**src/inc/ecc_defs.svh**
```systemverilog
// Constants for the encoder capture/compare block: offsets, field positions, resets.
// Assumes a plain register port with word addresses; no timing constants are needed.
`ifndef ECC_DEFS_SVH
`define ECC_DEFS_SVH

`define ECC_ADDR_W 16
`define ECC_OFF_CTRL_STATUS 16'hc000
`define ECC_OFF_CAPCMP 16'hc003
`define ECC_OFF_TRIG_CFG 16'hc004
`define ECC_OFF_IRQ_STATUS 16'hc005
`define ECC_OFF_IRQ_MASK 16'hc006
`define ECC_OFF_SW_TRIG 16'hc007

`define ECC_BIT_LATCH_SEL 11
`define ECC_BIT_OUT_EN 12
`define ECC_BIT_OUT_INV 13
`define ECC_BIT_CMP_EQ 16
`define ECC_BIT_CAP_DONE 17

`define ECC_TRIG_COMB_LSB 0
`define ECC_TRIG_FLAG_LSB 4

`define ECC_IRQ_CAPTURE 0
`define ECC_IRQ_COMPARE 1

`define ECC_CTRL_RESET 24'h000000
`define ECC_CMP_RESET 24'h000000
`define ECC_TRIG_RESET 24'h000000

`endif

```
**src/inc/ecc_pkg.sv**
```systemverilog
// Types shared by the encoder capture/compare block.
// Assumes ecc_defs.svh is compiled alongside it.
package ecc_pkg;

   // Trigger combination codes.
   typedef enum logic [3:0] {
      ECC_TRIG_SOFT = 4'h0,
      ECC_TRIG_IDX_RISE = 4'h1,
      ECC_TRIG_IDX_FALL = 4'h2,
      ECC_TRIG_FLAG_RISE = 4'h3,
      ECC_TRIG_FLAG_FALL = 4'h4,
      ECC_TRIG_IDX_HI_FLAG_RISE = 4'h5,
      ECC_TRIG_IDX_HI_FLAG_FALL = 4'h6,
      ECC_TRIG_IDX_RISE_FLAG_HI = 4'h7,
      ECC_TRIG_IDX_RISE_FLAG_LO = 4'h8
   } ecc_trig_comb_t;

   // Register bus request.
   typedef struct packed {
      logic [15:0] addr;
      logic [23:0] wdata;
      logic wr;
      logic rd;
   } ecc_bus_req_t;

   // Encoder inputs: counter, index channel and four flag inputs.
   typedef struct packed {
      logic [23:0] count;
      logic index;
      logic [3:0] flags;
   } ecc_enc_in_t;

endpackage

```
**src/rtl/ecc_capture_compare.sv**
```systemverilog
// Encoder position capture and position compare with its register port.
// Assumes the encoder counter, index and flags are synchronous to clk and
// that the counter is zeroed only at power-on or reset, outside this block.
`include "ecc_defs.svh"
`timescale 1ns/1ns
`default_nettype none

module ecc_capture_compare
   import ecc_pkg::*;
#(
   parameter int CNT_W = 24
) (
   input wire logic clk,
   input wire logic rst_n,
   input wire ecc_bus_req_t bus_req,
   output logic [23:0] bus_rdata,
   input wire ecc_enc_in_t enc_in,
   output logic equal_output_pin,
   output logic irq
);

   ////////////////////////////////////////////////////////////////////////////
   // State.
   logic [23:0] ctrl_reg, ctrl_next;
   logic [CNT_W-1:0] cmp_reg, cmp_next;
   logic [CNT_W-1:0] cap_reg, cap_next;
   logic cap_done_reg, cap_done_next;
   logic eq_latch_reg, eq_latch_next;
   logic [23:0] trig_reg, trig_next;
   logic [1:0] irq_stat_reg, irq_stat_next;
   logic [1:0] irq_mask_reg, irq_mask_next;
   logic index_d_reg, flag_d_reg;
   logic [23:0] rdata_reg, rdata_next;
   logic out_reg, out_next;
   logic eq_d_reg;
   logic index_d_next, flag_d_next, eq_d_next;
   logic cap_take;

   logic wr_ctrl, wr_cmp, wr_trig, wr_istat, wr_imask, wr_swtrig, rd_cap;
   logic flag_now, idx_rise, idx_fall, flg_rise, flg_fall, trig_hit;
   logic eq_now, equal_output_line;
   logic [3:0] trigger_combination_select;
   logic [1:0] trigger_flag_select;

   ////////////////////////////////////////////////////////////////////////////
   // Address decode; the bus never stalls.
   assign wr_ctrl = bus_req.wr && (bus_req.addr == `ECC_OFF_CTRL_STATUS);
   assign wr_cmp = bus_req.wr && (bus_req.addr == `ECC_OFF_CAPCMP);
   assign wr_trig = bus_req.wr && (bus_req.addr == `ECC_OFF_TRIG_CFG);
   assign wr_istat = bus_req.wr && (bus_req.addr == `ECC_OFF_IRQ_STATUS);
   assign wr_imask = bus_req.wr && (bus_req.addr == `ECC_OFF_IRQ_MASK);
   assign wr_swtrig = bus_req.wr && (bus_req.addr == `ECC_OFF_SW_TRIG);
   assign rd_cap = bus_req.rd && (bus_req.addr == `ECC_OFF_CAPCMP);

   ////////////////////////////////////////////////////////////////////////////
   // Trigger selection from the two settings.
   assign trigger_combination_select = trig_reg[`ECC_TRIG_COMB_LSB +: 4];
   assign trigger_flag_select = trig_reg[`ECC_TRIG_FLAG_LSB +: 2];
   assign flag_now = enc_in.flags[trigger_flag_select];
   assign idx_rise = enc_in.index && !index_d_reg;
   assign idx_fall = !enc_in.index && index_d_reg;
   assign flg_rise = flag_now && !flag_d_reg;
   assign flg_fall = !flag_now && flag_d_reg;

   // Unknown codes never trigger, so a bad setting cannot spray captures.
   always_comb begin
      trig_hit = 1'b0;
      case (trigger_combination_select)
         ECC_TRIG_SOFT: trig_hit = wr_swtrig && bus_req.wdata[0];
         ECC_TRIG_IDX_RISE: trig_hit = idx_rise;
         ECC_TRIG_IDX_FALL: trig_hit = idx_fall;
         ECC_TRIG_FLAG_RISE: trig_hit = flg_rise;
         ECC_TRIG_FLAG_FALL: trig_hit = flg_fall;
         ECC_TRIG_IDX_HI_FLAG_RISE: trig_hit = enc_in.index && flg_rise;
         ECC_TRIG_IDX_HI_FLAG_FALL: trig_hit = enc_in.index && flg_fall;
         ECC_TRIG_IDX_RISE_FLAG_HI: trig_hit = idx_rise && flag_now;
         ECC_TRIG_IDX_RISE_FLAG_LO: trig_hit = idx_rise && !flag_now;
         default: trig_hit = 1'b0;
      endcase
   end

   ////////////////////////////////////////////////////////////////////////////
   // Compare runs every cycle on the raw counter, which is never offset.
   assign eq_now = (enc_in.count == cmp_reg);
   // Transparent or latched equal signal.
   assign equal_output_line = ctrl_reg[`ECC_BIT_LATCH_SEL] ? eq_latch_reg : eq_now;

   ////////////////////////////////////////////////////////////////////////////
   // Input edge history.
   // The index and the selected flag are held for one clock so that an edge is seen
   // at the first clock that samples the new level. Both histories reset low, the
   // idle level of the pins, so the release of reset never fakes an edge.
   // A change of the flag select can look like a flag edge for one clock; software
   // should change the select only while the trigger code does not use a flag.
   always_comb begin
      index_d_next = enc_in.index;
      flag_d_next = flag_now;
   end

   // History registers.
   always_ff @(posedge clk or negedge rst_n) begin
      if (!rst_n) begin
         index_d_reg <= 1'b0;
         flag_d_reg <= 1'b0;
      end else begin
         index_d_reg <= index_d_next;
         flag_d_reg <= flag_d_next;
      end
   end

   ////////////////////////////////////////////////////////////////////////////
   // Control word.
   // Only the latch select, output enable and invert bits are storage. The two
   // status bits are put together at read time, so a write can never forge them.
   always_comb begin
      ctrl_next = ctrl_reg;
      if (wr_ctrl) begin
         ctrl_next = bus_req.wdata & 24'h003800;
      end
   end

   // Control register.
   always_ff @(posedge clk or negedge rst_n) begin
      if (!rst_n) begin
         ctrl_reg <= `ECC_CTRL_RESET;
      end else begin
         ctrl_reg <= ctrl_next;
      end
   end

   ////////////////////////////////////////////////////////////////////////////
   // Compare word.
   // Every 24-bit pattern is a legal signed position, so the write is taken whole.
   // The new value is compared from the clock after the write; a count that equals
   // it in the very cycle of the write is judged against the old value.
   always_comb begin
      cmp_next = cmp_reg;
      if (wr_cmp) begin
         cmp_next = bus_req.wdata[CNT_W-1:0];
      end
   end

   // Compare register.
   always_ff @(posedge clk or negedge rst_n) begin
      if (!rst_n) begin
         cmp_reg <= CNT_W'(`ECC_CMP_RESET);
      end else begin
         cmp_reg <= cmp_next;
      end
   end

   ////////////////////////////////////////////////////////////////////////////
   // Trigger settings.
   // Combination code in the low nibble, flag select above it; the rest reads zero.
   always_comb begin
      trig_next = trig_reg;
      if (wr_trig) begin
         trig_next = bus_req.wdata & 24'h00003f;
      end
   end

   // Trigger setting register.
   always_ff @(posedge clk or negedge rst_n) begin
      if (!rst_n) begin
         trig_reg <= `ECC_TRIG_RESET;
      end else begin
         trig_reg <= trig_next;
      end
   end

   ////////////////////////////////////////////////////////////////////////////
   // Capture.
   // The count is taken on the very edge that sees the trigger, so the only skew is
   // the sampling of the pins by the clock. While the done flag stands, further
   // triggers are dropped. A read of the capture word re-arms, but a trigger in that
   // same cycle is still dropped, as the done flag clears only at the next edge.
   assign cap_take = trig_hit && !cap_done_reg;

   always_comb begin
      cap_next = cap_reg;
      cap_done_next = cap_done_reg;
      if (rd_cap) begin
         cap_done_next = 1'b0;
      end
      if (cap_take) begin
         cap_next = enc_in.count;
         cap_done_next = 1'b1;
      end
   end

   // Capture registers.
   always_ff @(posedge clk or negedge rst_n) begin
      if (!rst_n) begin
         cap_reg <= '0;
         cap_done_reg <= 1'b0;
      end else begin
         cap_reg <= cap_next;
         cap_done_reg <= cap_done_next;
      end
   end

   ////////////////////////////////////////////////////////////////////////////
   // Equal latch and output pin.
   // The latch is held clear for as long as the select bit is low, so software
   // clears it by taking the bit low and high again. The pin is registered to keep
   // it free of glitches from the counter compare; the price is one clock of lag.
   always_comb begin
      eq_latch_next = eq_latch_reg;
      if (!ctrl_reg[`ECC_BIT_LATCH_SEL]) begin
         eq_latch_next = 1'b0;
      end else if (eq_now) begin
         eq_latch_next = 1'b1;
      end
      // Gate, then set polarity; a disabled output rests at its inactive level.
      out_next = (equal_output_line && ctrl_reg[`ECC_BIT_OUT_EN])
         ^ ctrl_reg[`ECC_BIT_OUT_INV];
      // History of the selected equal signal, for its rising-edge event.
      eq_d_next = equal_output_line;
   end

   // Equal path registers.
   always_ff @(posedge clk or negedge rst_n) begin
      if (!rst_n) begin
         eq_latch_reg <= 1'b0;
         out_reg <= 1'b0;
         eq_d_reg <= 1'b0;
      end else begin
         eq_latch_reg <= eq_latch_next;
         out_reg <= out_next;
         eq_d_reg <= eq_d_next;
      end
   end

   ////////////////////////////////////////////////////////////////////////////
   // Interrupt status and mask.
   // Events are sticky and cleared by writing ones. An event in the same cycle as
   // its clear wins, so an event is never lost to a late clear. The compare event
   // follows the selected equal signal, so a transparent pulse is not missed here.
   always_comb begin
      irq_stat_next = irq_stat_reg;
      irq_mask_next = irq_mask_reg;
      if (wr_imask) begin
         irq_mask_next = bus_req.wdata[1:0];
      end
      if (wr_istat) begin
         irq_stat_next = irq_stat_reg & ~bus_req.wdata[1:0];
      end
      if (cap_take) begin
         irq_stat_next[`ECC_IRQ_CAPTURE] = 1'b1;
      end
      if (equal_output_line && !eq_d_reg) begin
         irq_stat_next[`ECC_IRQ_COMPARE] = 1'b1;
      end
   end

   // Interrupt registers.
   always_ff @(posedge clk or negedge rst_n) begin
      if (!rst_n) begin
         irq_stat_reg <= 2'h0;
         irq_mask_reg <= 2'h0;
      end else begin
         irq_stat_reg <= irq_stat_next;
         irq_mask_reg <= irq_mask_next;
      end
   end

   ////////////////////////////////////////////////////////////////////////////
   // Read data.
   // Read data stand for the one cycle after the strobe and are zero otherwise, so
   // a master that looks late sees zero rather than stale data. Status bits are
   // sampled in the strobe cycle, the same cycle in which a capture read re-arms.
   always_comb begin
      rdata_next = 24'h000000;
      if (bus_req.rd) begin
         case (bus_req.addr)
            `ECC_OFF_CTRL_STATUS: begin
               rdata_next = ctrl_reg;
               rdata_next[`ECC_BIT_CMP_EQ] = equal_output_line;
               rdata_next[`ECC_BIT_CAP_DONE] = cap_done_reg;
            end
            `ECC_OFF_CAPCMP: rdata_next = 24'(signed'(cap_reg));
            `ECC_OFF_TRIG_CFG: rdata_next = trig_reg;
            `ECC_OFF_IRQ_STATUS: rdata_next = {22'h000000, irq_stat_reg};
            `ECC_OFF_IRQ_MASK: rdata_next = {22'h000000, irq_mask_reg};
            default: rdata_next = 24'h000000;
         endcase
      end
   end

   // Read data register.
   always_ff @(posedge clk or negedge rst_n) begin
      if (!rst_n) begin
         rdata_reg <= 24'h000000;
      end else begin
         rdata_reg <= rdata_next;
      end
   end

   ////////////////////////////////////////////////////////////////////////////
   // Outputs.
   // All data outputs come straight from flip-flops.
   assign bus_rdata = rdata_reg;
   assign equal_output_pin = out_reg;
   // Level interrupt while any unmasked status bit is set.
   assign irq = |(irq_stat_reg & irq_mask_reg);

endmodule

`default_nettype wire

```
**config.mk**
```make
export PLATFORM = sky130hd
export DESIGN_NAME = ecc_capture_compare
export DESIGN_NICKNAME = d
export VERILOG_FILES = /design/src/inc/ecc_pkg.sv /design/src/rtl/ecc_capture_compare.sv
export VERILOG_INCLUDE_DIRS = /design/src /design/src/inc
export SDC_FILE = /design/constraint.sdc
export NUM_CORES = 1
export LEC_CHECK = 0
export BUFFER_PORTS_ARGS = -buffer_cell sky130_fd_sc_hd__buf_2
export CORE_UTILIZATION = 28
export CTS_CLUSTER_DIAMETER = 150
export DETAILED_ROUTE_END_ITERATION = 8
export GPL_ROUTABILITY_DRIVEN = 0
export GPL_TIMING_DRIVEN = 0
export PLACE_DENSITY = 0.45
export SYNTH_ARGS = -nofsm -noshare
export SYNTH_HDL_FRONTEND = slang
export SYNTH_SLANG_ARGS = --single-unit
```
**constraint.sdc**
```tcl
create_clock -name clk -period 6.55 [get_ports clk]
set_input_delay 1.31 -clock clk [delete_from_list [all_inputs] [get_ports clk]]
set_output_delay 1.31 -clock clk [all_outputs]
set_load 0.01 [all_outputs]
```
* Word-level counts from Yosys, hierarchy flattened
Cells that the tools add are included.
** Storage, ports and cells
- Bits of input ports :: 73
- Word-level logic and storage cells :: 78
- Output and inout bits :: 26
- Register bits :: 91
** Operators by class
- Multiplexer cells :: 13
- Bitwise operators :: 4
- $lt $le $gt $ge :: 1
- Reductions and logical operators :: 30
- Equal/unequal tests :: 16
** Operators with widths (number)
- $pmux 24 s5 :: 1
- $eq 16x16->1 const B :: 6
- $eq 24x24->1 :: 1
- $mux 24 :: 1
- $logic_and 1x1->1 :: 19
- $eq 4x3->1 const B :: 4
- $pmux 1 s9 :: 1
- $eq 4x2->1 const B :: 2
- $mux 1 :: 8
- $logic_not 1->1 :: 6
- $reduce_bool 2->1 :: 3
- $and 2x2->2 :: 2
- $eq 4x1->1 const B :: 1
- $eq 4x4->1 const B :: 1
- $logic_not 4->1 :: 1
- $lt 2x3->1 const B :: 1
- $bmux 1 s2 :: 1
- $mux 2 :: 1
- $ne 2x1->1 const B :: 1
- $not 2->2 :: 1
- $reduce_or 2->1 :: 1
- $xor 1x1->1 :: 1

* Logic depth before layout (Yosys ltp)
Gate-level depths: netlist of the first run.
- Depth after elaboration :: 8
- Depth in mapped cells :: 8
- Depth with buffers taken out :: 6

* Least setup slack after synthesis of the first run
No wires, ideal clock.
- Path type :: in2reg
- Start point :: in enc_in[3] (netlist name)
- End point :: reg cap_reg[14]
- Library setup time :: 127 ps
- Slack :: 3306 ps
- Buffers on the path :: 1
- Stages :: 7
- Data arrival time :: 3117 ps
- Data required time :: 6423 ps
- Cell sequence :: mux4_2 and3_1 o21ai_1 a21oi_1 a211oi_4 buf_6 mux2_1
** Between the ends
- Longest elaborated chain between the ends :: 7
- Elaborated cells between the ends (all ways) :: 11
- Those cells by class :: mux: 3; reduce/logical: 8
** Ends and longest elaborated chain
- start, declared :: RTL line ecc_capture_compare.sv:17 : input wire ecc_enc_in_t enc_in,
- $bmux 1 s2 (*) :: RTL line ecc_capture_compare.sv:59 : assign flag_now = enc_in.flags[trigger_flag_select];
- $mux 1 (not written as such) (*) :: RTL line ecc_capture_compare.sv:59
- $logic_not 1->1 :: RTL line ecc_capture_compare.sv:63, ecc_capture_compare.sv:77
- $logic_and 1x1->1 :: RTL line ecc_capture_compare.sv:63 : assign flg_fall = !flag_now && flag_d_reg;
- $logic_and 1x1->1 :: RTL line ecc_capture_compare.sv:75 : ECC_TRIG_IDX_HI_FLAG_FALL: trig_hit = enc_in.index && flg_fall;
- $pmux 1 s9 (*) :: RTL line ecc_capture_compare.sv:68 : case (trigger_combination_select)
- $logic_and 1x1->1 (*) :: RTL line ecc_capture_compare.sv:177 : assign cap_take = trig_hit && !cap_done_reg;
- end signal, assigned :: RTL line ecc_capture_compare.sv:197 : cap_reg <= cap_next;
- end, declared :: RTL line ecc_capture_compare.sv:26 : logic [CNT_W-1:0] cap_reg, cap_next;
Mark *: on every way between the ends. The rest lies on a longest branch, timed or not. The select of a mux whose other input is x is not followed.
A chain may end at the register's enable or synchronous reset.

* Worst setup path in the final report of the first run
- Start point :: in enc_in[3] (netlist name)
- End point :: reg cap_reg[14]
** Between the ends
- Longest elaborated chain between the ends :: 7
- Elaborated cells between the ends (all ways) :: 11
- Those cells by class :: mux: 3; reduce/logical: 8
** Ends and longest elaborated chain
- $bmux 1 s2 (*) :: RTL line ecc_capture_compare.sv:59
- $mux 1 (not written as such) (*) :: RTL line ecc_capture_compare.sv:59
- net flag_d_next :: RTL line ecc_capture_compare.sv:36 : logic index_d_next, flag_d_next, eq_d_next;
- $logic_not 1->1 :: RTL line ecc_capture_compare.sv:63, ecc_capture_compare.sv:77
- $logic_and 1x1->1 :: RTL line ecc_capture_compare.sv:63
- $logic_and 1x1->1 :: RTL line ecc_capture_compare.sv:75
- $pmux 1 s9 (*) :: RTL line ecc_capture_compare.sv:68
- $logic_and 1x1->1 (*) :: RTL line ecc_capture_compare.sv:177
The timed path passes the listed nets; every way through them passes the cells marked *. The select of a mux whose other input is x is not followed.

==> results of run 1 <==
through the flow:
stage | std cells | area [um^2]
global route | 583 | 4940
floorplan | 295 | 3880
finish | 583 | 4940
CTS | 583 | 4940
global placement | 567 | 4580
detailed placement | 568 | 4610
how the worst max path moves through the flow:
stage          slack, ns   startpoint  cells after the start                 endpoint
3_5_place_dp        2.82  bus_req[34]                      8  cmp_reg[14]$_DFFE_PN0P_
2_1_floorplan       3.31    enc_in[3]                      7  cap_reg[14]$_DFFE_PN0P_
5_1_grt             2.99  bus_req[34]                      8  cmp_reg[12]$_DFFE_PN0P_
4_1_cts             3.17  bus_req[29]                      8   cmp_reg[9]$_DFFE_PN0P_
6_report            3.21    enc_in[3]                      8  cap_reg[14]$_DFFE_PN0P_
3_3_place_gp        2.84  bus_req[34]                      8  cmp_reg[19]$_DFFE_PN0P_
routing by layer:
layer  vias to the layer above  track usage  part of all wire
met4                         0       0.0609             0.017
met1                      1314        0.196              0.48
met2                        59        0.224              0.47
li1                       1267            -                 -
met5                         -            0                 0
met3                        11       0.0219             0.036
cells by family (layout without fill, tap and decap cells):
| group | Yosys count | count (layout) | share of synthesized area |
|---|---|---|---|
| buf+inv | 16 | 128 | 0.0197 |
| xor+xnor | 26 | 26 | 0.0587 |
| flops | 91 | 91 | 0.587 |
| mux | 58 | 58 | 0.171 |
| simple gates | 73 | 73 | 0.105 |
| compound gates | 31 | 31 | 0.0596 |
area by class of cell:
cell class,count,area [um^2]
inverters,4,15.0
clock inverters,5,103
fillers,1364,8460
repair buffers,97,510
flip-flops and latches,91,2280
clock buffers,10,229
multi-input cells,188,1530
plain buffers,12,61.3
well taps,176,220
layout by cell type, fill, tap and decap left out, types with 2 or more instances in the layout:
cell       instances
o41ai_1            3
xnor2_1            2
a21oi_1            3
nand2_1           17
buf_2             96
mux2_2            37
nor3b_1            3
a32o_1             3
and3b_1            2
mux2i_1            2
clkbuf_1          10
clkbuf_16          9
nand3_1            3
a22oi_1            4
xor2_1            24
and3_1            15
o21ai_1            3
nor2_1            11
o21ai_0            7
a22o_1             5
nor3_1             3
dfrtp_1           91
buf_6              2
nor4_1             7
inv_1              4
nor2b_1            2
and2_1             2
mux2_1            18
bufinv_16          3
worst register-to-register path, stage by stage, from the launching register on:
cell and delay [ns]:
dfrtp_1 0.38, mux4_2 0.58, and3b_1 0.19, o21ai_1 0.12, o21ai_1 0.14, a211oi_4 0.57, buf_6 0.26, mux2_1 0.34
power groups by stage:
stage	logic, uW	registers, uW	clock network (uW)
floorplan	13.6	574	0
global placement	56.6	574	0
detailed placement	59.5	574	0
CTS	59.7	563	594
global route	65.0	563	616
finish	57.2	563	581
==> run metrics, run 1 <==
1st-iter DRT viols 118; P_leak 0.00265 uW; CP max stage cell a211oi_4; Synth top cells by count dfrtp_1 (91), mux2_2 (37), xor2_1 (24); pre-CTS setup slack 2.82 ns; worst hold path type reg2reg; DR WL/cell 16.3 um; Via density 4.55; IO Count 99; Worst Path Buf+Inv 2; leading area contributor after synthesis dfrtp_1; initial antenna violation count 0; final core occ 0.369; Slew Limit Headroom 0.294; Clock Power Share 0.483; Net Count, Synth 368; CP endpoint kind flip-flop; Sw Share 0.203; routed wire length 9510 um; cell seen most often among critical-path stages o21ai_1; CTS tree built; reg-to-reg setup timing slack 3.84 ns; # rows 42; via count of the routed design 2,651; GRT Residual Overflow 0; # DRC 0; RSZ-0062 raised after global routing false; number of H-tree levels 3; Final setup viols 0; Buffers on Ports 96; Synth warnings 0; Clock transition at path regs 0.06 ns; mean post-synth cell area 13.2 um^2; CTS Buf Count 9; internal power 957 uW; Largest delay share family, worst path multiplexers; number of setup buffers added after CTS 0; dpl hpwl 6970 um; first-pass GRT wire length 15,200 um; die height 120 um; Setup TNS Final 0 ns; vias in the first global route 2,679; diode count 0; CTS resizes 0; cells on worst reg2reg path 7; Synth area leaders dfrtp_1 (59%), mux2_2 (11%), xor2_1 (5.4%); FMAX 300 MHz; Clock Root Buffer clkbuf_16; worst hold start cap_reg[22]$_DFFE_PN0P_; pwr/cell area 243 mW/mm^2; clk buf depth 2; Post-synth ARST share 1.00; crit start category input pin; critical path type in2reg; Final Max Slew Viols 0; gr usage total 0.143; combinational fraction of design power 0.048; max incr delay on CP 0.57 ns; initial core utilization 0.290; clk_skew 0.00661 ns; CP arrival 3.56 ns; critical path data required time 6.77 ns; TritonCTS sink count 91; area grow syn2layout 27.4%; Hold Path Sink cap_reg[22]$_DFFE_PN0P_; largest net degree at the start of global routing 56; chip width 120 um; Syn Inst Count 295; Netlist cell types 39; Final Hold Violating Endpoints 0; MaxCap Viol Count 0; Final WS setup 3.21 ns; Seq pwr share 0.469; fin crit period 3.34 ns; worst slew pin tran 1.04 ns; most frequent cell after synthesis dfrtp_1; Synth top area share 0.587; core area 0.0134 mm^2; overall power 1200 uW; RR Endpoint cap_reg[14]$_DFFE_PN0P_; final hold slack 0.484 ns; Seq cells post-synth 91; worst skew pair latency 0.34 ns; Hold Buf Count CTS 0; register area share after synthesis 0.587; detailed-router iteration count before antenna repair 4; period utilisation layout 0.510; Top FF cell, synth dfrtp_1; VDD IR max 0.106 mV; Routed Antenna Nets 0; WHS Path Cells 1; die area 0.0143 mm^2; Post-synth EDFFs 0; Crit Path Max Fanout 10; share of layout cells above drive strength 1 0.376; Sw Pwr 244 uW; status completed; NumNets Final 476; Critical Path, Cell by Cell buf_2, mux4_2, and3b_1, o21ai_1, o21ai_1, a211oi_4, buf_6, mux2_1; Reg-to-Reg Start trig_reg[4]$_DFFE_PN0P_; Cell Area, Synth 0.00388 mm^2
Power figures use the tool's default switching activity.
==> inputs of run 2 (changes only) <==
--- a/config.mk
+++ b/config.mk
@@ -12,7 +12,7 @@
 export DETAILED_ROUTE_END_ITERATION = 8
 export GPL_ROUTABILITY_DRIVEN = 0
 export GPL_TIMING_DRIVEN = 0
-export PLACE_DENSITY = 0.45
+export PLACE_DENSITY = 0.46
 export SYNTH_ARGS = -nofsm -noshare
 export SYNTH_HDL_FRONTEND = slang
 export SYNTH_SLANG_ARGS = --single-unit
==> constraint.sdc (replaced) <==
create_clock -name clk -period 2.9 [get_ports clk]
set_input_delay 0.58 -clock clk [delete_from_list [all_inputs] [get_ports clk]]
set_output_delay 0.58 -clock clk [all_outputs]
set_load 0.01 [all_outputs]
==> run 2 against run 1 <==
Via count is essentially flat; hold slack got worse by 0.35 ns; sequential power increased by 130%; critical path depth fell by 1; clock skew down 0.0021 ns.
==> run metrics, run 2 (synthesis results as in run 1) <==
initial core utilization 0.290; chip width 120 um; Routed Antenna Nets 0; Reg-to-Reg Start trig_reg[4]$_DFFE_PN0P_; Reg area 0.00228 mm^2; largest net degree at the start of global routing 68; crit start category flip-flop; worst skew pair latency 0.34 ns; VDD IR max 0.249 mV; Final Max Slew Viols 0; Worst Path Buf+Inv 1; # rows 42; vias in the first global route 2,693; Critical Path, Cell by Cell mux4_2, and3b_1, o21ai_1, o21ai_1, a211oi_4, buf_6, mux2_1; most frequent cells in the layout buf_2 (96), dfrtp_1 (91), mux2_2 (37); reg-to-reg setup timing slack 0.25 ns; via count of the routed design 2,650; critical path type reg2reg; P_leak 0.00264 uW; TritonCTS sink count 91; fill count 1,362; most common cell after layout, fill and taps aside buf_2; CP Depth 7; number of H-tree levels 3; CP arrival 2.87 ns; Final setup viols 0; CTS resizes 0; pwr/cell area 530 mW/mm^2; die height 120 um; dpl hpwl 6930 um; die area 0.0143 mm^2; worst slew pin tran 0.762 ns; clk buf depth 2; critical path data required time 3.12 ns; FMAX 378 MHz; cells on worst reg2reg path 7; Sw Share 0.218; core area 0.0134 mm^2; fin crit period 2.65 ns; period utilisation layout 0.912; combinational fraction of design power 0.050; Largest delay share family, worst path multiplexers; multi-input combinational cell area 0.00153 mm^2; gr usage total 0.142; share of layout cells above drive strength 1 0.385; GRT Residual Overflow 0; internal power 2040 uW; Seq pwr share 0.487; Clock transition at path regs 0.06 ns; DR WL/cell 16.3 um; Finished Layout Cells 584; Buffers on Ports 96; area grow syn2layout 27.0%; diode count 0; clk_skew 0.00453 ns; RSZ-0062 raised after global routing false; Critical path origin trig_reg[4]$_DFFE_PN0P_; detailed-router iteration count before antenna repair 4; CTS Buf Count 9; status completed; 1st-iter DRT viols 81; overall power 2610 uW; # DRC 0; Clock Power Share 0.463; max incr delay on CP 0.58 ns; CP max stage cell mux4_2; CTS tree built; CP endpoint kind flip-flop; MaxCap Viol Count 0; Hold Buf Count CTS 0; Clock Root Buffer clkbuf_16; Crit Path Max Fanout 10; NumNets Final 476; Via density 4.54; first-pass GRT wire length 15,000 um; RR Endpoint cap_reg[3]$_DFFE_PN0P_; initial antenna violation count 0; Sw Pwr 570 uW; worst hold path type in2async; number of setup buffers added after CTS 0; IO Count 99; crit path to cap_reg[3]$_DFFE_PN0P_; routed wire length 9530 um; Final Hold Violating Endpoints 0; placed cell count 568; cell seen most often among critical-path stages o21ai_1; final core occ 0.368; Setup TNS Final 0 ns; Slew Limit Headroom 0.485
[run 2: changes by cell type in the layout (fill, tap and decap cells not counted)]
cell / change
bufinv_16: -2
clkbuf_1: -3
clkbuf_2: +2
clkbuf_8: +2
clkinv_2: -1
clkinv_4: +1
clkinvlp_4: +2
[run 2: per-stage QoR]
stage | hold slack (ns) | area, um^2 | setup slack [ns]
5_1_grt | 0.162 | 4930 | 0.0894
3_5_place_dp | 0.474 | 4610 | -0.173
4_1_cts | 0.141 | 4930 | 0.188
3_3_place_gp | 0.465 | 4580 | -0.172
6_report | 0.136 | 4930 | 0.255
2_1_floorplan | 0.284 | 3880 | 0.386
[run 2: worst reg2reg max path, delay by kind of cell, from the launching register on]
| family | cells | cell delay, ns |
|---|---|---|
| multiplexers | 2 | 0.92 |
| flip-flops | 1 | 0.38 |
| AND/OR/NAND/NOR | 1 | 0.19 |
| buffers and inverters | 1 | 0.26 |
| AO/OA/AOI/OAI | 3 | 0.79 |
[run 2: area by class of cell]
cell class / count / area share
buffer: 12 / 0.0129
clock buffer: 11 / 0.0513
clock inverter: 5 / 0.0124
inverter: 4 / 0.00305
multi-input combinational: 188 / 0.310
sequential: 91 / 0.462
tap: 176 / 0.0447
timing repair buffer: 97 / 0.104
[run 2: worst min-delay path by stage]
| stage | startpoint | endpoint | slack, ns | cells after the start |
|---|---|---|---|---|
| floorplan | rst_n | bus_rdata[0]$_DFF_PN0_ | 0.28 | 0 |
| global placement | cap_reg[6]$_DFFE_PN0P_ | cap_reg[6]$_DFFE_PN0P_ | 0.47 | 1 |
| detailed placement | cap_reg[21]$_DFFE_PN0P_ | cap_reg[21]$_DFFE_PN0P_ | 0.47 | 1 |
| CTS | rst_n | cmp_reg[19]$_DFFE_PN0P_ | 0.14 | 1 |
| global route | rst_n | cmp_reg[19]$_DFFE_PN0P_ | 0.16 | 1 |
| finish | rst_n | cmp_reg[19]$_DFFE_PN0P_ | 0.14 | 1 |
[run 2: layer usage]
metal | vias up | wire length, um | global-route usage
met5 | - | 0 | 0
met4 | 0 | 186 | 0.0656
met3 | 13 | 360 | 0.0228
met2 | 64 | 4510 | 0.226
met1 | 1295 | 4470 | 0.190
li1 | 1278 | - | -
[run 2: power groups by stage]
stage / logic (uW) / clock network, uW / registers [uW]
after floorplan: 30.6 / 0 / 1300
after global placement: 128 / 0 / 1300
after detailed placement: 134 / 0 / 1300
after CTS: 135 / 1250 / 1270
after global routing: 146 / 1290 / 1270
final: 129 / 1210 / 1270
==> inputs of run 3 (changes only) <==
--- a/config.mk
+++ b/config.mk
@@ -6,13 +6,15 @@
 export SDC_FILE = /design/constraint.sdc
 export NUM_CORES = 1
 export LEC_CHECK = 0
+export ABC_CLOCK_PERIOD_IN_PS = 2900
 export BUFFER_PORTS_ARGS = -buffer_cell sky130_fd_sc_hd__buf_2
-export CORE_UTILIZATION = 28
+export CORE_MARGIN = 3
+export CORE_UTILIZATION = 43
 export CTS_CLUSTER_DIAMETER = 150
 export DETAILED_ROUTE_END_ITERATION = 8
 export GPL_ROUTABILITY_DRIVEN = 0
 export GPL_TIMING_DRIVEN = 0
-export PLACE_DENSITY = 0.46
+export PLACE_DENSITY = 0.66
 export SYNTH_ARGS = -nofsm -noshare
 export SYNTH_HDL_FRONTEND = slang
 export SYNTH_SLANG_ARGS = --single-unit
==> run 3 against run 2 <==
Power is 13% lower; critical path type unchanged; die area is 29% lower; highest routed layer unchanged; largest power group unchanged; critical path depth stayed put; first-iteration DRC count is 22% higher; largest cell class unchanged; clock skew is 0.0097 ns higher.
==> run metrics, run 3 (synthesis results as in run 1) <==
Setup TNS Final 0 ns; CTS resizes 0; Buffers on Ports 96; share of layout cells above drive strength 1 0.380; chip width 101 um; TritonCTS sink count 91; IO Count 99; worst hold path type in2async; Via density 5.22; largest net degree at the start of global routing 65; clk_skew 0.0143 ns; met2 WL post-DR 4270 um; Routed Antenna Nets 0; worst slew pin tran 0.738 ns; worst skew pair latency 0.36 ns; die height 101 um; vias in the first global route 2,791; NumNets Final 476; P_leak 0.00258 uW; MaxCap Viol Count 0; CP endpoint kind flip-flop; final hold slack 0.139 ns; CTS tree built; cells on worst reg2reg path 7; Hold Buf Count CTS 0; DR WL met3 485 um; Clock Root Buffer clkbuf_8; core area 0.00876 mm^2; VDD IR max 0.198 mV; via count of the routed design 2,691; GRT Residual Overflow 0; critical path type reg2reg; DR WL/cell 16.9 um; Clock transition at path regs 0.09 ns; top routing layer in use met4; # DRC 0; fin crit period 2.67 ns; fill count 779; Final Max Slew Viols 0; Final setup viols 0; status completed; FMAX 374 MHz; RR Endpoint cap_reg[21]$_DFFE_PN0P_; CTS Buf Count 9; Met1 Wirelength 3880 um; area grow syn2layout 21.8%; RSZ-0062 raised after global routing false; dpl hpwl 6500 um; initial core utilization 0.443; die area 0.0102 mm^2; Reg-to-Reg Start trig_reg[4]$_DFFE_PN0P_; gr usage total 0.181; 1st-iter DRT viols 99; clk buf depth 2; number of setup buffers added after CTS 0; most common cell after layout, fill and taps aside buf_2; routed wire length 8740 um; diode count 0; final core occ 0.539; reg-to-reg setup timing slack 0.23 ns; most frequent cells in the layout buf_2 (96), dfrtp_1 (91), mux2_2 (37); Final Hold Violating Endpoints 0; first-pass GRT wire length 14,000 um; pwr/cell area 479 mW/mm^2; detailed-router iteration count before antenna repair 4; CP arrival 2.91 ns; # rows 34; crit start category flip-flop; initial antenna violation count 0; period utilisation layout 0.922; Slew Limit Headroom 0.502; number of H-tree levels 3; overall power 2260 uW; critical path data required time 3.13 ns; Crit Path Max Fanout 10
==> run 3: cell types whose count changed in the layout (fill, tap and decap cells not counted), sizes merged <==
cell    change
inv         +2
clkbuf      -2
==> run 3: per-layer routing <==
| layer | track usage | up-vias |
|---|---|---|
| li1 | - | 1272 |
| met1 | 0.250 | 1341 |
| met2 | 0.290 | 71 |
| met3 | 0.0374 | 7 |
| met4 | 0.0552 | 0 |
| met5 | 0 | - |
==> run 3: power breakdown <==
group	switching [uW]	internal (uW)	total, uW
combinational	73.0	54.6	128
sequential	1.23	1270	1270
clock	461	403	864
==> run 3: through the flow <==
stage	setup WS (ns)	instances	area, um^2
after floorplan	0.386	295	3880
after global placement	-0.0289	499	4500
after detailed placement	-0.0980	500	4530
after CTS	0.207	516	4730
after global routing	0.0569	516	4730
final	0.227	516	4730
==> run 3: worst max-delay path, cell delays in order, from the launching register on <==
cell,delay [ns]
dfrtp_1,0.39
mux4_2,0.59
and3b_1,0.19
o21ai_1,0.11
o21ai_1,0.13
a211oi_4,0.56
buf_6,0.25
mux2_1,0.33
==> run 3: cell type report <==
type	instances	area [um^2]	area share
clock buffer	9	124	0.0262
clock inverter	7	75.1	0.0159
inverter	4	15.0	0.00318
multi-input combinational	188	1530	0.323
buffer	12	61.3	0.0130
sequential	91	2280	0.482
timing repair buffer	97	510	0.108
tap	108	135	0.0286
==> run 3: worst max-delay path by stage <==
stage	start	endpoint	slack (ns)	cells after the start
2_1_floorplan	enc_in[3]	cap_reg[14]$_DFFE_PN0P_	0.39	7
3_3_place_gp	bus_req[34]	cmp_reg[13]$_DFFE_PN0P_	-0.03	8
3_5_place_dp	bus_req[34]	cmp_reg[15]$_DFFE_PN0P_	-0.1	8
4_1_cts	trig_reg[4]$_DFFE_PN0P_	cap_reg[1]$_DFFE_PN0P_	0.21	7
5_1_grt	trig_reg[4]$_DFFE_PN0P_	cap_reg[21]$_DFFE_PN0P_	0.06	7
6_report	trig_reg[4]$_DFFE_PN0P_	cap_reg[21]$_DFFE_PN0P_	0.23	7
